--- src/include/stepper_defines.svh ---
`ifndef STEPPER_DEFINES_SVH
`define STEPPER_DEFINES_SVH

// sequencer state encoding: state n is index n-1
`define SEQ_STATE_RESET 3'h0
`define SEQ_STEP_HALF 3'h1
`define SEQ_STEP_FULL 3'h2

// thermal trip point and release hysteresis below it, degrees c
`define TEMP_TRIP 8'ha5
`define TEMP_HYST 8'h0f

// overcurrent disable interval, 200 us at 25 ns
`define DISABLE_TIME_NS 32'd200000
`define CLK_PERIOD_NS 32'd25
`define DISABLE_CYCLES (`DISABLE_TIME_NS / `CLK_PERIOD_NS)
`define DISABLE_CNT_W 16

// interrupt bits
`define IRQ_BIT_OVERCUR 0
`define IRQ_BIT_THERM 1
`define IRQ_W 2

// register addresses
`define REG_STATUS 4'h0
`define REG_IRQ_STATUS 4'h1
`define REG_IRQ_MASK 4'h2
`define REG_TEMP 4'h3

`endif

--- src/include/stepper_pkg.sv ---
package stepper_pkg;
    typedef enum logic [1:0] {
        BR_RUN = 2'b01,
        BR_OFF = 2'b10
    } bridge_state_e;
endpackage : stepper_pkg

--- src/design/stepper_phase_sequencer.sv ---
// Summary of operation
// RQ1 - state selects phase and enable outputs
// RQ2 - advance only on step clock rising edge
// RQ3 - direction input picks up or down
// RQ4 - half step: move by one, wrap eight
// RQ5 - reset or power-up enters state one
// RQ6 - full step from odd: odd states only
// RQ7 - full step from even: even states only
// RQ8 - controller: reset, one half step, select low
// RQ9 - controller: select low during reset gives two-phase
// RQ10 - overcurrent pulls enable pin low, bridges off
// RQ11 - bridges stay off for disable interval
// RQ12 - thermal trip 165, release 15 lower
// RQ13 - enable low disables bridges, sequencer still runs
// RQ14 - no edge, state and outputs hold
//
// Our own choices: the strobed register port and the register offsets.
`timescale 1ns/1ps
`default_nettype none
`include "stepper_defines.svh"

module stepper_phase_sequencer (
    input wire logic i_clk_sys,
    input wire logic i_rst_n,
    input wire logic i_step_clk,
    input wire logic i_half_full,
    input wire logic i_rotation_direction,
    input wire logic i_seq_reset,
    input wire logic i_enable_pin,
    input wire logic i_overcurrent_detector,
    input wire logic [7:0] i_temp,
    input wire logic [3:0] i_addr,
    input wire logic [7:0] i_wdata,
    input wire logic i_wr,
    input wire logic i_rd,
    output logic [7:0] o_rdata,
    output logic o_phase_a,
    output logic o_phase_b,
    output logic o_enable_a,
    output logic o_enable_b,
    output logic o_enable_pin_out,
    output logic o_enable_pin_oe,
    output logic o_irq
);

    ////////////////////////////////////////////////////////////////////////
    // input synchronisers
    logic [1:0] sync_step;
    logic [1:0] sync_half;
    logic [1:0] sync_dir;
    logic [1:0] sync_rst;
    logic [1:0] sync_en;
    logic [1:0] sync_overcur;
    logic step_prev;
    logic [7:0] temp_s1;
    logic [7:0] temp_s2;

    always_ff @(posedge i_clk_sys or negedge i_rst_n) begin
        if (!i_rst_n) begin
            sync_step <= 2'h0;
            sync_half <= 2'h0;
            sync_dir <= 2'h0;
            sync_rst <= 2'h0;
            sync_en <= 2'h0;
            sync_overcur <= 2'h0;
            step_prev <= 1'b0;
            temp_s1 <= 8'h0;
            temp_s2 <= 8'h0;
        end else begin
            sync_step <= {sync_step[0], i_step_clk};
            sync_half <= {sync_half[0], i_half_full};
            sync_dir <= {sync_dir[0], i_rotation_direction};
            sync_rst <= {sync_rst[0], i_seq_reset};
            sync_en <= {sync_en[0], i_enable_pin};
            sync_overcur <= {sync_overcur[0], i_overcurrent_detector};
            step_prev <= sync_step[1];
            temp_s1 <= i_temp;
            temp_s2 <= temp_s1;
        end
    end

    logic step_rise;
    assign step_rise = sync_step[1] && !step_prev; // RQ2

    ////////////////////////////////////////////////////////////////////////
    // phase sequencer
    logic [2:0] seq_state;
    logic [2:0] next_seq_state;
    logic [2:0] step_size;

    always_comb begin
        // half step moves by one; full step moves by two, keeping parity
        step_size = sync_half[1] ? `SEQ_STEP_HALF : `SEQ_STEP_FULL; // RQ4 RQ6 RQ7
        if (sync_dir[1]) begin
            next_seq_state = seq_state + step_size; // RQ3
        end else begin
            next_seq_state = seq_state - step_size; // RQ3
        end
    end

    always_ff @(posedge i_clk_sys or negedge i_rst_n) begin
        if (!i_rst_n) begin
            seq_state <= `SEQ_STATE_RESET; // RQ5
        end else if (sync_rst[1]) begin
            // select low during reset lands in odd state one
            seq_state <= `SEQ_STATE_RESET; // RQ5 RQ9
        end else if (step_rise) begin
            seq_state <= next_seq_state; // RQ2 RQ13
        end
        // otherwise hold RQ14
    end

    ////////////////////////////////////////////////////////////////////////
    // fault protection
    stepper_pkg::bridge_state_e br_state;
    logic [`DISABLE_CNT_W-1:0] dis_cnt;
    logic therm_off;
    logic overcur_event;
    logic therm_event;

    assign overcur_event = sync_overcur[1] && (br_state == stepper_pkg::BR_RUN);
    assign therm_event = !therm_off && (temp_s2 >= `TEMP_TRIP);

    always_ff @(posedge i_clk_sys or negedge i_rst_n) begin
        if (!i_rst_n) begin
            br_state <= stepper_pkg::BR_RUN;
            dis_cnt <= '0;
        end else begin
            case (br_state)
                stepper_pkg::BR_RUN: begin
                    if (sync_overcur[1]) begin
                        br_state <= stepper_pkg::BR_OFF; // RQ10
                        dis_cnt <= `DISABLE_CNT_W'(`DISABLE_CYCLES - 1); // RQ11
                    end
                end
                stepper_pkg::BR_OFF: begin
                    if (dis_cnt == '0) begin
                        br_state <= stepper_pkg::BR_RUN; // RQ11
                    end else begin
                        dis_cnt <= dis_cnt - 1'b1; // RQ11
                    end
                end
                default: begin
                    br_state <= stepper_pkg::BR_RUN;
                end
            endcase
        end
    end

    // hysteresis keeps the bridges from chattering near the trip point
    always_ff @(posedge i_clk_sys or negedge i_rst_n) begin
        if (!i_rst_n) begin
            therm_off <= 1'b0;
        end else if (temp_s2 >= `TEMP_TRIP) begin
            therm_off <= 1'b1; // RQ12
        end else if (temp_s2 <= (`TEMP_TRIP - `TEMP_HYST)) begin
            therm_off <= 1'b0; // RQ12
        end
    end

    ////////////////////////////////////////////////////////////////////////
    // output decode: phase from state, winding off at its zero crossing
    logic next_phase_a;
    logic next_phase_b;
    logic next_en_a;
    logic next_en_b;
    logic bridges_on;
    logic pull_low;

    assign pull_low = (br_state == stepper_pkg::BR_OFF) || therm_off;
    assign bridges_on = sync_en[1] && !pull_low; // RQ13

    always_comb begin
        next_phase_a = 1'b0;
        next_phase_b = 1'b0;
        next_en_a = 1'b1;
        next_en_b = 1'b1;
        case (seq_state) // RQ1
            3'h0: begin next_phase_a = 1'b1; next_phase_b = 1'b1; end
            3'h1: begin next_phase_b = 1'b1; next_en_a = 1'b0; end
            3'h2: begin next_phase_b = 1'b1; end
            3'h3: begin next_en_b = 1'b0; end
            3'h4: begin end
            3'h5: begin next_en_a = 1'b0; end
            3'h6: begin next_phase_a = 1'b1; end
            3'h7: begin next_phase_a = 1'b1; next_en_b = 1'b0; end
            default: begin end
        endcase
    end

    always_ff @(posedge i_clk_sys or negedge i_rst_n) begin
        if (!i_rst_n) begin
            o_phase_a <= 1'b1;
            o_phase_b <= 1'b1;
            o_enable_a <= 1'b0;
            o_enable_b <= 1'b0;
            o_enable_pin_out <= 1'b0;
            o_enable_pin_oe <= 1'b0;
        end else begin
            o_phase_a <= next_phase_a; // RQ1
            o_phase_b <= next_phase_b; // RQ1
            o_enable_a <= next_en_a && bridges_on; // RQ13
            o_enable_b <= next_en_b && bridges_on; // RQ13
            o_enable_pin_out <= 1'b0;
            o_enable_pin_oe <= pull_low; // RQ10 RQ12
        end
    end

    ////////////////////////////////////////////////////////////////////////
    // interrupts and register port
    logic [`IRQ_W-1:0] irq_status;
    logic [`IRQ_W-1:0] irq_mask;
    logic [`IRQ_W-1:0] irq_set;
    logic [`IRQ_W-1:0] irq_clr;

    assign irq_set = {therm_event, overcur_event};
    assign irq_clr = (i_wr && i_addr == `REG_IRQ_STATUS) ? i_wdata[`IRQ_W-1:0] : '0;

    // a new event in the clearing cycle wins over the clear
    genvar gi;
    generate
        for (gi = 0; gi < `IRQ_W; gi = gi + 1) begin : g_irq
            always_ff @(posedge i_clk_sys or negedge i_rst_n) begin
                if (!i_rst_n) begin
                    irq_status[gi] <= 1'b0;
                end else if (irq_set[gi]) begin
                    irq_status[gi] <= 1'b1;
                end else if (irq_clr[gi]) begin
                    irq_status[gi] <= 1'b0;
                end
            end
        end
    endgenerate

    always_ff @(posedge i_clk_sys or negedge i_rst_n) begin
        if (!i_rst_n) begin
            irq_mask <= '0;
        end else if (i_wr && i_addr == `REG_IRQ_MASK) begin
            irq_mask <= i_wdata[`IRQ_W-1:0];
        end
    end

    always_ff @(posedge i_clk_sys or negedge i_rst_n) begin
        if (!i_rst_n) begin
            o_irq <= 1'b0;
        end else begin
            // follow the next status, so a set meeting a clear keeps the line up
            o_irq <= |(((irq_status & ~irq_clr) | irq_set) & irq_mask);
        end
    end

    always_ff @(posedge i_clk_sys or negedge i_rst_n) begin
        if (!i_rst_n) begin
            o_rdata <= 8'h0;
        end else if (i_rd) begin
            case (i_addr)
                `REG_STATUS: o_rdata <= {2'h0, therm_off, br_state == stepper_pkg::BR_OFF, 1'b0, seq_state};
                `REG_IRQ_STATUS: o_rdata <= {6'h0, irq_status};
                `REG_IRQ_MASK: o_rdata <= {6'h0, irq_mask};
                `REG_TEMP: o_rdata <= temp_s2;
                default: o_rdata <= 8'h0;
            endcase
        end else begin
            o_rdata <= 8'h0;
        end
    end

    // cycles spent off, so the whole interval is checked and not only its start
    logic [`DISABLE_CNT_W-1:0] off_span;
    always_ff @(posedge i_clk_sys or negedge i_rst_n) begin
        if (!i_rst_n) begin
            off_span <= '0;
        end else if (br_state == stepper_pkg::BR_OFF) begin
            off_span <= off_span + 1'b1;
        end else begin
            off_span <= '0;
        end
    end
endmodule : stepper_phase_sequencer
`default_nettype wire

--- config.mk ---
export PLATFORM = sky130hd
export DESIGN_NAME = stepper_phase_sequencer
export DESIGN_NICKNAME = d
export VERILOG_FILES = /design/src/include/stepper_pkg.sv /design/src/design/stepper_phase_sequencer.sv
export VERILOG_INCLUDE_DIRS = /design/src /design/src/include
export SDC_FILE = /design/constraint.sdc
export NUM_CORES = 1
export LEC_CHECK = 0
export ABC_CLOCK_PERIOD_IN_PS = 2900
export BUFFER_PORTS_ARGS = -buffer_cell sky130_fd_sc_hd__buf_4
export CORE_ASPECT_RATIO = 1.75
export CORE_MARGIN = 4
export CORE_UTILIZATION = 45
export DETAILED_ROUTE_END_ITERATION = 6
export PLACE_DENSITY = 0.63
export SYNTH_ARGS = -nofsm -noshare
export SYNTH_HDL_FRONTEND = slang
export SYNTH_SLANG_ARGS = --single-unit
--- constraint.sdc ---
create_clock -name i_clk_sys -period 2.9 [get_ports i_clk_sys]
set_input_delay 0.435 -clock i_clk_sys [delete_from_list [all_inputs] [get_ports i_clk_sys]]
set_output_delay 0.435 -clock i_clk_sys [all_outputs]
set_load 0.1 [all_outputs]
[Word level (Yosys, flattened, before mapping)]
Cells that the tools add are included.
Word-level totals
  bits in registers: 69
  input port bits: 30
  output and inout port bits: 15
  logic and storage cells: 96
Operators by class
  $add $sub $neg: 3
  $lt $le $gt $ge: 2
  equality and inequality tests: 14
  mux-type cells: 23
  bitwise logic cells: 4
  reductions and logical operators: 27
Operators by type and width (number)
  16-bit 2-to-1 mux: 2
  16-bit case mux with 2 select lines: 1
  8-bit case mux with 4 select lines: 1
  16-bit logical NOT: 1
  16-bit by 1-bit subtractor with 16-bit output (second input constant): 1
  1-bit 2-to-1 mux: 10
  2-bit nonzero test: 5
  3-bit equality test (second input constant): 3
  3-bit 2-to-1 mux: 3
  4-bit by 2-bit equality test with 1-bit output (second input constant): 2
  8-bit greater-or-equal comparator (second input constant): 1
  8-bit less-or-equal comparator (second input constant): 1
  1-bit logical AND: 8
  2-bit 2-to-1 mux: 4
  8-bit 2-to-1 mux: 1
  3-bit by 2-bit equality test with 1-bit output (second input constant): 2
  2-bit != test (second input constant): 3
  2-bit OR reduction: 3
  3-bit OR reduction: 2
  2-bit AND: 2
  4-bit by 1-bit equality test with 1-bit output (second input constant): 1
  4-bit logical NOT: 1
  2-bit case mux with 2 select lines: 1
  3-bit by 2-bit adder with 3-bit output: 1
  11 further kinds: 13

[Longest topological paths before layout]
Gate-level depths: netlist (run 1).
  depth in word-level cells: 8
  gate-level depth with buffers: 8

[Worst setup path before layout (run 1)]
Ideal clock, no wire load.
  path type: register to register
  start point: register dis_cnt[0]
  end point: register dis_cnt[5]
  setup time: 0.155 ns
  arrival time: 2.131 ns
  slack: 0.614 ns
  stages on the path, launching flop included: 9
  clock period less this slack: 2.286 ns
  cells stage by stage: dfrtp_1 > inv_1 > ha_1 > or3b_2 > clkbuf_1 > or4_1 > buf_2 > a311oi_1 > a31oi_1
Between the ends
  cells in the longest elaborated chain, start to end: 3
Ends and longest elaborated chain
  start, declared: RTL line stepper_phase_sequencer.sv:116  | logic [`DISABLE_CNT_W-1:0] dis_cnt;
  start signal, assigned: RTL line stepper_phase_sequencer.sv:133  | dis_cnt <= `DISABLE_CNT_W'(`DISABLE_CYCLES - 1);
  start signal, assigned: RTL line stepper_phase_sequencer.sv:140  | dis_cnt <= dis_cnt - 1'b1;
  16-bit by 1-bit subtractor with 16-bit output or 16-bit logical NOT (tied branches): RTL line stepper_phase_sequencer.sv:140, stepper_phase_sequencer.sv:137
  16-bit 2-to-1 mux or 2-bit != test (tied branches)
  16-bit case mux with 2 select lines or 3-bit AND reduction (tied branches)
Several ways; a longest one is shown, not always the timed one. The select of a mux whose other input is x is not followed.
A chain may end at the register's enable or synchronous reset.

[Final worst setup path (run 1)]
Ends and elaborated chain as after synthesis.

==> qor.yml, run 1 <==
grt_overflow: 0
syn-num-nets: 254
gp_congestion: 0.808
slew_headroom_pct: 45.6
timing.final.crit_share_pct: 82.3
synth_cell_types: 43
grt_use_total_pct: 15.6
timing.fmax_ghz: 0.419
setup_viol: 0
grt_pass1_wl_mm: 8.50
async_reset_ff_share_pct: 100
cts_setup_buffers: 0
antennaDiodeCount: 0
crit_path_end_kind: "flip-flop"
dp_hpwl_mm: 3.63
synth_top_flop_cell: "dfrtp_1"
drt_wl_total_mm: 5.11
timing.hold.ws_ps: 189
die_w_um: 66.3
hold_viol: 0
worstPathCellList: "inv_1 -> ha_1 -> or3b_2 -> or4_1 -> a311oi_1 -> a31oi_1"
ir_drop_mv: 0.421
pin_count: 45
cts.repair.resized: 0
crit_required_ps: 3100
cts_root_buffer: "clkbuf_8"
synth_area_mm2: 0.00268
num_rows: 36
status: "completed"
cp_max_fo: 7
drtIter0Drc: 133
port_buffers: 37
synth_cells: 220
setup.worst_path.class: "reg2reg"
cts_made_buffers: 9
hp-class: "in2async"
synth_edf_count: 0
yosys_warnings: 0
crit_path_max_incr_delay_ps: 670
h-tree-depth: 3
fin_crit_ps: 2390
drc_errors: 0
holdBufCountCts: 0
layout.nets: 298
leakage_nw: 1.42
grt_max_degree: 70
num_vias: 1867
die_area_mm2: 0.00729
drt-pass1-iter-count: 4
drv_slew: 0
avgSynthCellArea_um2: 12.2
fin_skew_ps: 9.08
power.density_mw_per_mm2: 728
core_mm2: 0.00568
fin_tns_setup_ps: 0
cap_violations: 0
ys_seq_area_share_pct: 64.7
cp.arrival_ps: 2590
critPathBufInv: 1
antenna_found_initial: 0
wl_per_cell_um: 14.8
clock-sinks: 69
worst_path_dominant_cell_family: "simple AND/OR/NAND/NOR gates"
synth-seq-cells: 69
initial_utilization_pct: 47.2
clock_tree.buffer_depth: 2
ant_nets: 0
grt_setup_unrepaired: "no"
cts_tree: "yes"
post_drt_via_cell_ratio: 5.41
clkTransAtPathRegs_ps: 70
cpMaxStageDelayCell: "or4_1"
insertion_delay_ps: 330
grt_pass1_vias: 1857
start_kind: "flip-flop"
tightest_slew_ps: 817
die_h_um: 110
syn_to_final_growth_pct: 22.5
drive_above_1_share_pct: 24.2
## flip-flops by register name, summed over array words and instances, names as in the netlist, 2 cells and up
register      count
temp_s2           8
br_state          2
seq_state         3
irq_status        2
o_rdata           8
irq_mask          2
sync_rst          2
sync_overcur      2
sync_half         2
sync_step         2
sync_dir          2
sync_en           2
temp_s1           8
dis_cnt          16
## power breakdown
group	internal (mW)	leakage (nW)	switching [mW]
registers	1.04	0.805	0.0602
clock network	0.573	0.120	0.345
logic	0.108	0.499	0.260
## area by class of cell
class / count / area, µm²
Fill cell: 510 / 2400
Sequential cell: 69 / 1730
Multi-Input combinational cell: 139 / 895
Timing Repair Buffer: 40 / 300
Clock buffer: 10 / 128
Clock inverter: 6 / 113
Tap cell: 76 / 95.1
Inverter: 5 / 18.8
## layout by cell type (no fill, tap or decap), drive strengths merged, types with 4 or more instances in the layout
master,synthesis,routed
buf,3,40
o21ai,9,9
nand2,18,18
nor2,11,11
o31ai,4,4
nor3,6,6
or3,6,6
dfrtp,66,66
nor4,4,4
clkbuf,4,10
a21oi,14,14
or4,7,7
nand3,11,11
inv,5,5
mux2i,5,5
## cell families (layout without fill, tap and decap cells)
logic type / after synthesis / count (layout) / share of synthesized area, %
flops: 69 / 69 / 64.7
compound gates: 44 / 44 / 10.4
mux: 9 / 9 / 4.39
buf+inv: 12 / 61 / 1.92
fa+ha+maj: 4 / 4 / 2.15
xor+xnor: 1 / 1 / 0.327
other cells: 1 / 1 / 0.140
simple gates: 80 / 80 / 16.0
## worst paths after layout
check / startpoint / end / slack, ps / cells past startpoint
setup / recovery: dis_cnt[0]$_DFFE_PN0P_ / dis_cnt[5]$_DFFE_PN0P_ / 510 / 6
hold / removal: i_rst_n / seq_state[2]$_DFFE_PN0P_ / 190 / 1
setup reg to reg: dis_cnt[0]$_DFFE_PN0P_ / dis_cnt[5]$_DFFE_PN0P_ / 510 / 6
hold reg to reg: temp_s1[3]$_DFF_PN0_ / temp_s2[3]$_DFF_PN0_ / 340 / 0
max in group asynchronous: i_rst_n / temp_s1[2]$_DFF_PN0_ / 2170 / 1
min in group i_clk_sys: i_temp[4] / temp_s1[4]$_DFF_PN0_ / 200 / 1
## metal layers
layer	vias to the layer above	part of all wire (%)	GRT usage, %
met4	0	2.1	7.99
met2	43	54	27.4
li1	896	-	-
met3	11	4.8	4.36
met1	917	39	16.9
met5	-	0	0
## synth_stat cells (all sizes together) (2+ instances only)
master  instances  area, µm²
nand2          18       67.6
or3             6       37.5
o221ai          2       17.5
nor2           11       41.3
a21o            3       22.5
mux2i           5       50.1
nand3          11       55.1
a21oi          14       70.1
dfrtp          66       1650
nand2b          2       12.5
nor3            6       30.0
o311ai          2       17.5
ha              3       37.5
and2            3       18.8
a31oi           3       18.8
a211oi          2       15.0
clkbuf          4       15.0
and3            2       12.5
o21ai           9       45.0
or3b            2       17.5
nand4           2       12.5
or4             7       52.6
mux2            2       22.5
mux4            2       45.0
o31ai           4       30.0
inv             5       18.8
nor2b           2       12.5
dfstp           3       78.8
buf             3       17.5
nor4            4       25.0
## metrics by stage
step	setup WS [ps]	power (mW)	area [µm²]	std cells	utilization (%)
after floorplan	614	1.37	2680	220	-
after global placement	571	1.49	3040	329	53.5
after detailed placement	558	1.49	3040	329	53.5
after CTS	532	2.42	3280	345	57.8
after global routing	345	2.50	3280	345	57.8
final	513	2.39	3280	345	57.8
Note: power is estimated with default switching activity, not from simulation.
==> run 2: changes to the inputs <==
ABC_CLOCK_PERIOD_IN_PS = 1920   (was 2900)
PLACE_DENSITY = 0.66   (was 0.63)
clock period = 1.92 ns   (was 2.9 ns; I/O delays follow)
==> run 2 against run 1 <==
The flow now finishes with violations (setup timing). Fmax rose by 22%. Clock skew is 2.2 ps lower. Cell count is 11% higher. Combinational power up 87%. Critical path depth is 2 lower. Sequential power grew 51%. Sequential cell count did not move. Sequential share of layout area is 5.1 points lower. Worst setup slack lost 550 ps. Non-clock buffer count up 38. Design area rose by 11%. Global-route usage up 1.4 points. Critical endpoint unchanged. Largest cell class unchanged.
==> qor.yml, run 2 (same netlist as run 1, synthesis figures left out) <==
crit_path_end_kind: "flip-flop"
dp_hpwl_mm: 4.18  # +15%
grt_max_degree: 36  # -49%
die_w_um: 66.3  # unchanged
drt-pass1-iter-count: 4  # unchanged
top_register: "dis_cnt"
timing.fmax_ghz: 0.511  # +22%
drt_wl_total_mm: 5.72  # +12%
fin_skew_ps: 6.88  # -2.21 ps
initial_utilization_pct: 47.2  # unchanged
grt_pass1_wl_mm: 9.08  # +6.8%
fin_cells: 383  # +11%
largest_reg_flops: 16  # unchanged
clock_tree.buffer_depth: 2  # unchanged
swShare_pct: 30.6  # +2.8 points
antennaDiodeCount: 0  # unchanged
hold_viol: 0  # unchanged
p_sw_mw: 1.03  # +56%
ir_drop_mv: 0.573  # +36%
num_vias: 2057  # +10%
h-tree-depth: 3  # unchanged
p_comb_share_pct: 20.4  # +5.0 points
fin_crit_ps: 1960  # -429 ps
hp-class: "in2reg"
clockPowerShare_pct: 30.6  # -7.8 points
drv_slew: 0  # unchanged
cp_max_fo: 6  # -1
status: "finished, violations left"
p_seq_share_pct: 49.0  # +2.8 points
grt_use_total_pct: 17.0  # +1.4 points
wl_per_cell_um: 14.9  # +0.86%
layout.nets: 336  # +13%
cts_tree: "yes"
antenna_found_initial: 0  # unchanged
ant_nets: 0  # unchanged
grt_pass1_vias: 2029  # +9.3%
syn_to_final_growth_pct: 35.5
grt_overflow: 0  # unchanged
drtIter0Drc: 85  # -36%
clock-sinks: 69  # unchanged
fin_ws_ps: -37.7  # -551 ps
crit_required_ps: 2140  # -960 ps
power.density_mw_per_mm2: 933  # +28%
core_mm2: 0.00568  # unchanged
post_drt_via_cell_ratio: 5.37  # -0.75%
placed_cells: 362  # +10%
pin_count: 45  # unchanged
p_int_mw: 2.35  # +36%
timing.final.crit_share_pct: 102  # +20 points
setup.worst_path.class: "reg2reg"
cts_made_buffers: 9  # unchanged
clkTransAtPathRegs_ps: 70  # about the same
finalPower_mw: 3.38  # +42%
reg2reg_slack_ps: -40  # -550 ps
drc_errors: 0  # unchanged
setup_viol: 2  # +2
gp_congestion: 0.827  # +2.4%
die_h_um: 110  # unchanged
die_area_mm2: 0.00729  # unchanged
grt_setup_unrepaired: "yes"
violations: "setup timing"
cap_violations: 0  # unchanged
insertion_delay_ps: 330  # about the same
drive_above_1_share_pct: 38.8  # +15 points
cp.arrival_ps: 2180  # -410 ps
cts_root_buffer: "clkbuf_8"
start_kind: "flip-flop"
leakage_nw: 1.62  # +14%
layout_commonest_cell: "buf_4"
timing.hold.ws_ps: 57.8  # -131 ps
port_buffers: 37  # unchanged
num_rows: 36  # unchanged
layout_common_cells: "buf_4 (73), dfrtp_1 (66), nand2_1 (17)"
run 2: cell types whose count changed in the layout (fill, tap and decap cells not counted), moves of 3 or more:
cell       delta
buf_6         +3
or4_4         +4
bufinv_16     -3
buf_4        +33
or4_1         -4
run 2: through the flow:
stage               setup slack, ps  TNS [ps]  util [%]  area (µm²)
floorplan                      -237      -918         -        2690
global placement               -123      -421      58.2        3300
detailed placement             -149      -594      58.2        3300
CTS                           -57.9      -249      62.3        3530
global route                  -80.7      -432      63.9        3630
finish                        -37.7     -60.8      63.9        3630
run 2: layout make-up:
type | instances | area, µm²
Clock buffer | 12 | 155
Clock inverter | 4 | 22.5
Fill cell | 457 | 2050
Inverter | 5 | 18.8
Multi-Input combinational cell | 139 | 993
Sequential cell | 69 | 1730
Tap cell | 76 | 95.1
Timing Repair Buffer | 78 | 612
run 2: per-layer routing:
layer	share of wire [%]	track usage, %	vias to the layer above
met1	36	16.4	1025
met5	0	0	-
met2	56	30.9	51
li1	-	-	968
met4	3.2	11.2	0
met3	4.3	4.46	13
run 2: critical path, cell delays in order (launching register included):
cell and delay, ps:
dfrtp_1 380, or4_4 560, or4_4 620, a311oi_2 220, a31oi_1 60
run 2: repair_timing:
action / 4_1_cts / 5_1_grt
resized for setup: 6 / 17
endpoints found under the hold margin: 30 / 0
setup endpoints to repair: 10 / 13
hold buffers: 1 / 0
pin swaps: 4 / 7
setup buffers: 2 / 2
run 2: power groups by stage:
stage,sequential [mW],clock (mW),combinational (mW)
4_1_cts,1.66,1.07,0.658
3_5_place_dp,1.68,0,0.649
6_report,1.66,1.03,0.690
2_1_floorplan,1.88,0,0.205
5_1_grt,1.67,1.13,0.737
3_3_place_gp,1.68,0,0.633
run 2: final timing paths:
check,start,cells past startpoint,end
setup / recovery,dis_cnt[10]$_DFFE_PN0P_,4,dis_cnt[5]$_DFFE_PN0P_
hold / removal,i_enable_pin,1,sync_en[0]$_DFF_PN0_
setup reg to reg,dis_cnt[10]$_DFFE_PN0P_,4,dis_cnt[5]$_DFFE_PN0P_
hold reg to reg,temp_s1[7]$_DFF_PN0_,0,temp_s2[7]$_DFF_PN0_
max in group asynchronous,i_rst_n,3,temp_s1[2]$_DFF_PN0_
min in group asynchronous,i_rst_n,2,br_state[1]$_DFFE_PN0P_
==> run 3: changes to the inputs <==
ABC_CLOCK_PERIOD_IN_PS = 1700   (was 1920)
clock period = 1.7 ns   (was 1.92 ns; I/O delays follow)
==> run 3 against run 2 <==
The flow still finishes with violations (setup timing). Critical path type unchanged. Fmax down 0.56%. Clock-buffer cell count unchanged. Design area up 9.9%. Routed wire length up 11%. Global-route usage up 1.4 points. Combinational power up 22%. Sequential share of layout area down 4.3 points. Largest cell class unchanged. Register-to-register slack worse by 230 ps. Worst setup slack worse by 230 ps. Critical path depth up 1.
==> qor.yml, run 3 (same netlist as run 1, synthesis figures left out) <==
crit_path_frequent_cell: "or4_4"
cp_max_fo: 5  # -1
antenna_found_initial: 0  # unchanged
cpMaxStageDelayCell: "or4_4"
hp-class: "in2reg"
num_vias: 2161  # +5.1%
grt_max_degree: 38  # +5.6%
timing.fmax_ghz: 0.508  # -0.56%
power.density_mw_per_mm2: 967  # +3.7%
drv_slew: 0  # unchanged
grt_pass1_vias: 2116  # +4.3%
num_rows: 36  # unchanged
grt_use_total_pct: 18.4  # +1.4 points
crit_required_ps: 1930  # -210 ps
start_kind: "flip-flop"
setup.worst_path.class: "reg2reg"
place_area_mm2: 0.00333  # +0.68%
dp_hpwl_mm: 4.22  # +0.82%
cts_made_buffers: 9  # unchanged
min_path_cells: 1  # unchanged
clock-sinks: 69  # unchanged
cts_tree: "yes"
grt_overflow: 0  # unchanged
worstPathCellList: "or4_4 -> or4_4 -> buf_4 -> a21oi_4 -> inv_1"
hold_viol: 0  # unchanged
insertion_delay_ps: 340  # about the same
layout.nets: 355  # +5.7%
reg2reg_slack_ps: -270  # -230 ps
ir_drop_mv: 0.639  # +12%
fin_skew_ps: 6.01  # -0.867 ps
die_h_um: 110  # unchanged
top_register: "dis_cnt"
port_buffers: 37  # unchanged
syn_to_final_growth_pct: 48.9
drt-pass1-iter-count: 4  # unchanged
setup_viol: 18  # +16
dp_slack_ps: -344  # -195 ps
layout_commonest_cell: "buf_4"
wl_per_cell_um: 15.9  # +6.2%
drc_errors: 0  # unchanged
fill_cells: 445  # -2.6%
h-tree-depth: 3  # unchanged
multi_input_area_mm2: 0.00117  # +18%
cts_root_buffer: "clkbuf_8"
drtIter0Drc: 97  # +14%
fin_crit_ps: 1970  # +11.0 ps
fin_tns_setup_ps: -2890  # -2830 ps
crit_path_end_kind: "flip-flop"
antennaDiodeCount: 0  # unchanged
clock_tree.buffer_depth: 2  # unchanged
worst_path_dominant_cell_family: "simple AND/OR/NAND/NOR gates"
gp_congestion: 0.816  # -1.3%
fin_ws_ps: -269  # -231 ps
drive_above_1_share_pct: 45.7  # +6.9 points
initial_utilization_pct: 47.2  # unchanged
clkTransAtPathRegs_ps: 70  # about the same
grt_setup_unrepaired: "yes"
timing.final.crit_share_pct: 116  # +14 points
critPathBufInv: 2  # +2
grt_pass1_wl_mm: 9.62  # +5.9%
violations: "setup timing"
die_w_um: 66.3  # unchanged
fin_area_mm2: 0.00399  # +9.9%
layout_common_cells: "buf_4 (77), dfrtp_1 (66), nand2_1 (16)"
finalPower_mw: 3.86  # +14%
post_drt_via_cell_ratio: 5.38  # about the same
pin_count: 45  # unchanged
drt_wl_total_mm: 6.38  # +11%
cp.arrival_ps: 2200  # +20 ps
largest_reg_flops: 16  # unchanged
leakage_nw: 1.76  # +8.6%
path_depth: 5  # +1
core_mm2: 0.00568  # unchanged
status: "finished, violations left"
die_area_mm2: 0.00729  # unchanged
r2r_cells: 5  # +1
crit_path_max_incr_delay_ps: 590  # -30 ps
cap_violations: 0  # unchanged
ant_nets: 0  # unchanged
regArea_mm2: 0.00173  # unchanged
[run 3: cell types whose count changed in the layout (fill, tap and decap cells not counted), sizes merged]
cell,previous run,this run
buf,77,88
dlygate4sd3,1,9
clkinvlp,1,2
clkinv,3,2
[run 3: power by group]
| part | internal [mW] | switching [mW] |
|---|---|---|
| clock network | 0.564 | 0.574 |
| registers | 1.78 | 0.0958 |
| logic | 0.304 | 0.537 |
| total | 2.65 | 1.21 |
[run 3: area by class of cell]
class / count / share of cell area (%)
Clock buffer: 12 / 3.64
Clock inverter: 4 / 0.628
Inverter: 5 / 0.471
Multi-Input combinational cell: 139 / 29.4
Sequential cell: 69 / 43.4
Tap cell: 76 / 2.39
Timing Repair Buffer: 97 / 20.1
[run 3: per-stage QoR]
stage,util (%),std cells,hold WS [ps]
3_3_place_gp,58.6,365,212
5_1_grt,70.2,402,-5.42
3_5_place_dp,58.6,365,219
2_1_floorplan,-,220,-40.6
6_report,70.2,402,25.5
4_1_cts,66.4,393,1.24
[run 3: worst paths after layout]
| check | to | startpoint |
|---|---|---|
| min reg2reg | temp_s2[5]$_DFF_PN0_ | temp_s1[5]$_DFF_PN0_ |
| min in group asynchronous | br_state[1]$_DFFE_PN0P_ | i_rst_n |
| max reg2reg | br_state[1]$_DFFE_PN0P_ | dis_cnt[13]$_DFFE_PN0P_ |
| min | temp_s1[5]$_DFF_PN0_ | i_temp[5] |
| max | br_state[1]$_DFFE_PN0P_ | dis_cnt[13]$_DFFE_PN0P_ |
| max in group asynchronous | o_phase_b$_DFF_PN1_ | i_rst_n |
[run 3: timing repair]
item | CTS | global route
pin swaps | 14 | 12
endpoints found under the hold margin | 36 | 3
endpoints found under the setup margin | 18 | 19
hold buffers | 6 | 3
buffers inserted | 7 | 8
gates cloned | 0 | 0
resized for setup | 34 | 29
[run 3: per-layer routing]
metal	track usage (%)	vias to the layer above	part of all wire (%)
li1	-	1004	-
met2	33.0	55	58
met5	0	-	0
met4	11.0	0	3.1
met3	5.68	18	4.2
met1	18.1	1084	35
